$ cat config.mk
export PLATFORM = sky130hd
export DESIGN_NAME = frt_timer
export DESIGN_NICKNAME = d
export VERILOG_FILES = /design/src/pkg/frt_pkg.sv /design/src/design/frt_timer.sv
export VERILOG_INCLUDE_DIRS = /design/src /design/src/pkg
export SDC_FILE = /design/constraint.sdc
export NUM_CORES = 1
export LEC_CHECK = 0
export BUFFER_PORTS_ARGS = -buffer_cell sky130_fd_sc_hd__buf_2
export CAP_MARGIN = 20
export CORE_MARGIN = 2
export CORE_UTILIZATION = 30
export CTS_CLUSTER_DIAMETER = 80
export CTS_CLUSTER_SIZE = 8
export DETAILED_ROUTE_END_ITERATION = 12
export HOLD_SLACK_MARGIN = 0.08
export REMOVE_ABC_BUFFERS = 1
export SETUP_SLACK_MARGIN = 0.15
export SYNTH_ARGS = -nofsm -noshare
export SYNTH_HDL_FRONTEND = slang
export SYNTH_SLANG_ARGS = --single-unit
$ cat constraint.sdc
create_clock -name clk_i -period 4.5 [get_ports clk_i]
set_input_delay 0.45 -clock clk_i [delete_from_list [all_inputs] [get_ports clk_i]]
set_output_delay 0.45 -clock clk_i [all_outputs]
set_load 0.03 [all_outputs]
$ cat src/pkg/frt_defs.svh
/*
 Register offsets, field positions, reset values and divider masks of the
 free-running timer. Assumes a 32-bit Avalon-MM slave with byte addresses.
*/
`ifndef FRT_DEFS_SVH
`define FRT_DEFS_SVH
// ------------------------------------------------------------
// register byte offsets
// ------------------------------------------------------------
`define FRT_OFS_STAT 8'h00
`define FRT_OFS_CTRL 8'h04
`define FRT_OFS_CNT 8'h08
`define FRT_OFS_CMPA 8'h0C
`define FRT_OFS_CMPB 8'h10
`define FRT_OFS_CAPA 8'h14
`define FRT_OFS_CAPB 8'h18
`define FRT_OFS_CAPC 8'h1C
`define FRT_OFS_CAPD 8'h20
`define FRT_OFS_IRQ_STAT 8'h24
`define FRT_OFS_IRQ_CLR 8'h28
`define FRT_OFS_IRQ_EN 8'h2C
// ------------------------------------------------------------
// status register bits
// ------------------------------------------------------------
`define FRT_BIT_CAPA 7
`define FRT_BIT_CAPD 4
`define FRT_BIT_CMPA 3
`define FRT_BIT_CMPB 2
`define FRT_BIT_WRAP 1
`define FRT_BIT_CLRA 0
// ------------------------------------------------------------
// reset values and counter constants
// ------------------------------------------------------------
`define FRT_CTRL_RST 8'h00
`define FRT_STAT_RST 7'h00
`define FRT_CNT_RST 16'h0000
`define FRT_CNT_ALL1 16'hFFFF
`define FRT_CMP_RST 16'hFFFF
`define FRT_DIV2_MASK 5'h01
`define FRT_DIV8_MASK 5'h07
`define FRT_DIV32_MASK 5'h1F
`endif

$ cat src/pkg/frt_pkg.sv
/*
 Types shared by the free-running timer: the clock-select code and the
 layout of the timer control register. Assumes nothing of its surroundings.
*/
package frt_pkg;
   // clock source codes, in register encoding order
   typedef enum logic [1:0] {
      FRT_CK_DIV2,
      FRT_CK_DIV8,
      FRT_CK_DIV32,
      FRT_CK_EXT
   } frt_cks_t;

   // timer control register, bit 7 down to bit 0
   typedef struct packed {
      logic [3:0] edge_sel;
      logic buffer_mode_a;
      logic buffer_mode_b;
      frt_cks_t clk_sel;
   } frt_ctrl_t;
endpackage : frt_pkg

$ cat src/design/frt_timer.sv
/*
 Free-running 16-bit timer with two compare channels, overflow, four
 capture pins and capture buffering, reached over Avalon-MM.
 Assumes capture and external count pins are already synchronous to clk_i.
*/
`include "frt_defs.svh"

module frt_timer #(
   parameter int CNT_W = 16
) (
   input wire logic clk_i,
   input wire logic nrst_i,
   input wire logic [7:0] address_i,
   input wire logic read_i,
   input wire logic write_i,
   input wire logic [31:0] writedata_i,
   output logic [31:0] readdata_o,
   output logic waitrequest_o,
   input wire logic capture_pin_a_i,
   input wire logic capture_pin_b_i,
   input wire logic capture_pin_c_i,
   input wire logic capture_pin_d_i,
   input wire logic ext_count_pin_i,
   output logic compare_a_evt_o,
   output logic compare_b_evt_o,
   output logic wrap_evt_o,
   output logic irq_o
);
   // ------------------------------------------------------------
   // elaboration check
   // ------------------------------------------------------------
   // the register map and wrap constant are sized for a 16-bit counter
   if (CNT_W != 16) begin : g_bad_width
      $error("frt_timer supports only CNT_W = 16");
   end

   // ------------------------------------------------------------
   // state
   // ------------------------------------------------------------
   frt_pkg::frt_ctrl_t ctrl_q;
   logic [CNT_W-1:0] cnt_q, cmp_a_q, cmp_b_q;
   logic [CNT_W-1:0] cap_q [4];
   logic [7:1] flag_q, flag_d, armed_q, armed_d, flag_set;
   logic clr_on_a_q;
   logic [4:0] presc_q;
   logic [3:0] pin_q;
   logic ext_q;
   logic [2:0] irq_stat_q, irq_en_q;
   logic ack_q;
   logic [31:0] rdata_q;

   // ------------------------------------------------------------
   // bus decode
   // ------------------------------------------------------------
   // one wait cycle: read data are registered before the answer
   wire req = read_i | write_i;
   wire acc = req & ack_q;
   wire wr = write_i & acc;
   wire rd = read_i & acc;
   wire wr_stat = wr && address_i == `FRT_OFS_STAT;
   wire rd_stat = rd && address_i == `FRT_OFS_STAT;
   wire wr_ctrl = wr && address_i == `FRT_OFS_CTRL;
   wire wr_cnt = wr && address_i == `FRT_OFS_CNT;
   wire wr_cmpa = wr && address_i == `FRT_OFS_CMPA;
   wire wr_cmpb = wr && address_i == `FRT_OFS_CMPB;
   wire wr_iclr = wr && address_i == `FRT_OFS_IRQ_CLR;
   wire wr_ien = wr && address_i == `FRT_OFS_IRQ_EN;
   assign waitrequest_o = ~ack_q;
   assign readdata_o = rdata_q;

   // read multiplexer; unmapped offsets read as zero
   wire [7:0] stat_rd = {flag_q, clr_on_a_q};
   wire [31:0] rd_mux =
      address_i == `FRT_OFS_STAT ? {24'h000000, stat_rd} :
      address_i == `FRT_OFS_CTRL ? {24'h000000, ctrl_q} :
      address_i == `FRT_OFS_CNT ? {16'h0000, cnt_q} :
      address_i == `FRT_OFS_CMPA ? {16'h0000, cmp_a_q} :
      address_i == `FRT_OFS_CMPB ? {16'h0000, cmp_b_q} :
      address_i == `FRT_OFS_CAPA ? {16'h0000, cap_q[0]} :
      address_i == `FRT_OFS_CAPB ? {16'h0000, cap_q[1]} :
      address_i == `FRT_OFS_CAPC ? {16'h0000, cap_q[2]} :
      address_i == `FRT_OFS_CAPD ? {16'h0000, cap_q[3]} :
      address_i == `FRT_OFS_IRQ_STAT ? {29'h00000000, irq_stat_q} :
      address_i == `FRT_OFS_IRQ_EN ? {29'h00000000, irq_en_q} : 32'h00000000;

   // bus handshake and read data
   always_ff @(posedge clk_i or negedge nrst_i) begin
      if (!nrst_i) begin
         ack_q <= 1'b0;
         rdata_q <= 32'h00000000;
      end else begin
         ack_q <= req & ~ack_q;
         if (read_i & ~ack_q) rdata_q <= rd_mux;
      end
   end

   // ------------------------------------------------------------
   // prescaler and count tick
   // ------------------------------------------------------------
   function automatic logic edge_hit(input logic prev, input logic now, input logic rise);
      edge_hit = rise ? (~prev & now) : (prev & ~now);
   endfunction : edge_hit

   wire [4:0] div_mask =
      ctrl_q.clk_sel == frt_pkg::FRT_CK_DIV2 ? `FRT_DIV2_MASK :
      ctrl_q.clk_sel == frt_pkg::FRT_CK_DIV8 ? `FRT_DIV8_MASK : `FRT_DIV32_MASK;
   wire ext_sel = ctrl_q.clk_sel == frt_pkg::FRT_CK_EXT;
   wire ext_rise = edge_hit(ext_q, ext_count_pin_i, 1'b1);
   wire tick = ext_sel ? ext_rise : (presc_q & div_mask) == div_mask;

   // free prescaler and external pin history
   always_ff @(posedge clk_i or negedge nrst_i) begin
      if (!nrst_i) begin
         presc_q <= 5'h00;
         ext_q <= 1'b0;
      end else begin
         presc_q <= presc_q + 5'h01;
         ext_q <= ext_count_pin_i;
      end
   end

   // ------------------------------------------------------------
   // counter and compare
   // ------------------------------------------------------------
   wire match_a = cnt_q == cmp_a_q;
   wire match_b = cnt_q == cmp_b_q;
   wire clr_now = tick & match_a & clr_on_a_q;
   wire wrap_ev = tick & ~clr_now & ~wr_cnt & cnt_q == `FRT_CNT_ALL1;
   assign compare_a_evt_o = flag_q[`FRT_BIT_CMPA];
   assign compare_b_evt_o = flag_q[`FRT_BIT_CMPB];
   assign wrap_evt_o = flag_q[`FRT_BIT_WRAP];

   // a software write to the counter wins over the tick
   always_ff @(posedge clk_i or negedge nrst_i) begin
      if (!nrst_i) begin
         cnt_q <= `FRT_CNT_RST;
         cmp_a_q <= `FRT_CMP_RST;
         cmp_b_q <= `FRT_CMP_RST;
         ctrl_q <= `FRT_CTRL_RST;
         clr_on_a_q <= 1'b0;
      end else begin
         if (wr_cnt) cnt_q <= writedata_i[CNT_W-1:0];
         else if (clr_now) cnt_q <= `FRT_CNT_RST;
         else if (tick) cnt_q <= cnt_q + 16'h0001;
         if (wr_cmpa) cmp_a_q <= writedata_i[CNT_W-1:0];
         if (wr_cmpb) cmp_b_q <= writedata_i[CNT_W-1:0];
         if (wr_ctrl) ctrl_q <= writedata_i[7:0];
         if (wr_stat) clr_on_a_q <= writedata_i[`FRT_BIT_CLRA];
      end
   end

   // ------------------------------------------------------------
   // input capture
   // ------------------------------------------------------------
   wire [3:0] pins = {capture_pin_d_i, capture_pin_c_i, capture_pin_b_i, capture_pin_a_i};
   logic [3:0] cap_ev;
   for (genvar k = 0; k < 4; k++) begin : g_edge
      assign cap_ev[k] = edge_hit(pin_q[k], pins[k], ctrl_q.edge_sel[3-k]);
   end
   wire buf_a = ctrl_q.buffer_mode_a;
   wire buf_b = ctrl_q.buffer_mode_b;

   // in buffer mode the older capture moves into C or D and the pin
   // of C or D only raises its flag, so no value is lost to it
   always_ff @(posedge clk_i or negedge nrst_i) begin
      if (!nrst_i) begin
         pin_q <= 4'h0;
         for (int k = 0; k < 4; k++) cap_q[k] <= `FRT_CNT_RST;
      end else begin
         pin_q <= pins;
         if (cap_ev[0]) cap_q[0] <= cnt_q;
         if (cap_ev[1]) cap_q[1] <= cnt_q;
         if (buf_a) begin
            if (cap_ev[0]) cap_q[2] <= cap_q[0];
         end else if (cap_ev[2]) cap_q[2] <= cnt_q;
         if (buf_b) begin
            if (cap_ev[1]) cap_q[3] <= cap_q[1];
         end else if (cap_ev[3]) cap_q[3] <= cnt_q;
      end
   end

   // ------------------------------------------------------------
   // status flags: read as 1, then write 0
   // ------------------------------------------------------------
   assign flag_set = {cap_ev[0], cap_ev[1], cap_ev[2], cap_ev[3], match_a, match_b, wrap_ev};
   for (genvar i = 1; i < 8; i++) begin : g_flag
      // a flag is armed by a read that returned it as 1; set wins over clear
      wire clr = wr_stat & ~writedata_i[i] & armed_q[i];
      assign flag_d[i] = flag_set[i] | (flag_q[i] & ~clr);
      assign armed_d[i] = (rd_stat & rdata_q[i]) | (armed_q[i] & ~wr_stat);
   end

   always_ff @(posedge clk_i or negedge nrst_i) begin
      if (!nrst_i) begin
         flag_q <= `FRT_STAT_RST;
         armed_q <= `FRT_STAT_RST;
      end else begin
         flag_q <= flag_d;
         armed_q <= armed_d;
      end
   end

   // ------------------------------------------------------------
   // interrupt status, clear and enable
   // ------------------------------------------------------------
   wire [2:0] irq_ev = {match_a, match_b, wrap_ev};
   assign irq_o = |(irq_stat_q & irq_en_q);

   // the write-one clear loses to an event in the same cycle
   always_ff @(posedge clk_i or negedge nrst_i) begin
      if (!nrst_i) begin
         irq_stat_q <= 3'h0;
         irq_en_q <= 3'h0;
      end else begin
         irq_stat_q <= irq_ev | (irq_stat_q & ~({3{wr_iclr}} & writedata_i[2:0]));
         if (wr_ien) irq_en_q <= writedata_i[2:0];
      end
   end
endmodule : frt_timer

==> out/results.txt <==
Antenna violations before repair: 1
Largest area contributor in the synthesized netlist: dfrtp_1
Hold buffers post-CTS: 0
Most frequent cell after synthesis: nand2_1
RSZ-0062 raised after global routing: false
Max Cap Violations: 0
Vias per inst: 5.36
Final hold viol count: 0
Avg WL per Cell: 20.5 um
Crit path from: cnt_q[13]$_DFFE_PN0P_
I/O Buffers: 53
Post-synthesis sequential area ratio: 47.2%
Antenna Cells: 0
Synth-to-layout area growth: 13.1%
Iter 0 DRT Violations: 833
# rows: 63
Critical path required time: 4.86 ns
RePlAce Congestion: 0.898
Fmax: 378 MHz
Largest net degree at the start of global routing: 94
H-Tree Depth: 4
Clock slew at reported path FFs: 0.07 ns
CTS buffer count: 17
Min-Delay Path Class: input pin to asynchronous set/reset pin
Synth area leaders: dfrtp_1, dfstp_2, mux2_2
Clock skew: 0.0137 ns
Tightest Pin Transition: 1.04 ns
Reg2reg start: cnt_q[13]$_DFFE_PN0P_
R2r setup slk: 1.86 ns
CTS resizes: 0
Status: completed
Register-to-Register Path Depth: 7
Yosys cell types: 60
TritonCTS clock tree: built
Max VDD drop: 0.000292 V
Power Total: 4.04 mW
Mean Syn Cell Area: 9.51 um2
Yosys reg bits: 168
Final std cells w/o fill: 1371
Worst r2r dst: irq_stat_q[0]$_DFF_PN0_
Yosys synthesis warning count: 0
Cell count after placement: 1339
EDFF count, synth: 0
Final period util: 58.7%
Post-CTS setup buffer count: 0
Longest Clk Path Bufs: 2
Worst skew pair latency: 0.44 ns
Drc violations: 0
Chip width: 177 um
Root Driver: clkbuf_16
Critical Path End: irq_stat_q[0]$_DFF_PN0_
Synth Flop Type: dfrtp_1
Layout cells sized above 1: 21.4%
Critical Path Source Type: flip-flop
1st-pass router iterations: 8
Ys async rst share: 100%
Final global-route overflow total: 0
Vert. Die Dim: 177 um
Synth top area share: 37.9%
Post-synth top cells: nand2_1, dfrtp_1, nor2_1
Vias: 7349
Critical-path maximum fanout: 13
DP Wirelength: 18900 um
Core area: 0.0296 mm2
Global-route wire length before repair: 43500 um
Setup tns final: 0 ns
Fin. max-slew vios: 0
Critical path arrival: 3.00 ns
Top-Level Pins: 86
Initial core utilization: 30.4%
Setup-failing EPs final: 0
Post-route minimum period: 2.64 ns
Crit Path Class: flip-flop to flip-flop
DIE AREA: 0.0314 mm2
Post-synthesis instance total: 945
Routed Antenna Nets: 0
Final #Nets: 1019
Leakage: 4.17 nW
Vias in the first global route: 7193
CTS Sinks: 168
Tot GR Track Use: 18.3%
Cell Pwr Density: 397 mW/mm2
Slew headroom: 30.3%
Post-synth design cell area: 0.00899 mm2
CP Capture Type: flip-flop
Routed wire length: 28100 um
## cells in the final DEF (no fill, tap or decap), drive strengths merged, types with 4 or more instances in the layout
master,n
nand2,151
dfrtp,136
nor2,102
a21oi,80
buf,69
mux2,58
o21ai,40
xnor2,39
mux2i,38
dfstp,32
clkbuf,21
conb,16
a221oi,15
nand3,13
inv,12
nand2b,11
a31oi,11
o22ai,11
nand4,10
a22o,9
nor2b,8
a211oi,8
a222oi,8
nor3,8
nand3b,7
and3,6
a21o,4
and2,4
a32oi,4
clkinv,4
## through the flow
step                setup WS [ns]  hold slack, ns  util, %  area, um2
finish                       1.86          0.0329     34.4      10200
global route                 1.65          0.0947     34.4      10200
CTS                          1.93          0.0803     34.4      10200
floorplan                    1.86           0.154        -       8660
global placement             1.57           0.458     32.4       9570
detailed placement           1.47           0.461     32.4       9570
## worst min path at each step
stage                         start              endpoint  slack, ns
2_1_floorplan                nrst_i       ack_q$_DFF_PN0_       0.15
3_3_place_gp   presc_q[0]$_DFF_PN0_  presc_q[0]$_DFF_PN0_       0.46
3_5_place_dp   presc_q[0]$_DFF_PN0_  presc_q[0]$_DFF_PN0_       0.46
4_1_cts                      nrst_i    pin_q[2]$_DFF_PN0_       0.08
5_1_grt                      nrst_i    pin_q[3]$_DFF_PN0_       0.09
6_report                     nrst_i    pin_q[3]$_DFF_PN0_       0.03
## final cells by class
cell class / instances / area (um2)
clock inverters: 11 / 106
repair buffers: 69 / 404
fillers: 3009 / 19400
inverters: 7 / 26.3
clock buffers: 21 / 483
well taps: 390 / 488
flip-flops and latches: 168 / 4240
multi-input cells: 705 / 4410
## critical path, stage by stage (launching register included)
cell	delay [ns]
dfrtp_1	0.71
xnor2_1	0.22
nand4_1	0.15
nor4_2	0.05
buf_4	0.19
a21oi_1	0.72
nand4_1	0.36
nand2_1	0.16
## kinds of logic after synthesis
group	count (synthesis)	share of synthesized area (%)
buffers and inverters	87	4.58
other	1	0.0417
multiplexers	97	11.7
flip-flops	168	47.2
adder cells (fa/ha/maj)	2	0.278
XOR/XNOR	40	3.90
AO/OA/AOI/OAI	212	15.1
AND/OR/NAND/NOR	338	17.1
## routing by layer
metal,track usage [%],vias up,share of wire (%),wire (um)
met2,28.3,251,45,12700
met4,6.03,2,2.2,607
met3,3.57,47,6.0,1670
met1,25.7,3691,47,13100
li1,-,3358,-,-
met5,0,-,0.025,7
## flip-flops by register name, indices dropped and copies added, names as in the netlist, 4 cells and up
register	count
armed_q	7
cmp_a_q	16
cap_q	64
cmp_b_q	16
pin_q	4
presc_q	5
flag_q	7
cnt_q	16
ctrl_q	6
readdata_o	16
## power by group
| part | leakage [nW] | internal [mW] | switching, mW | total (mW) |
|---|---|---|---|---|
| logic | 1.84 | 0.257 | 0.376 | 0.632 |
| clock network | 0.289 | 0.837 | 0.659 | 1.50 |
| registers | 2.04 | 1.68 | 0.235 | 1.91 |
(Power assumes the default switching activity.)
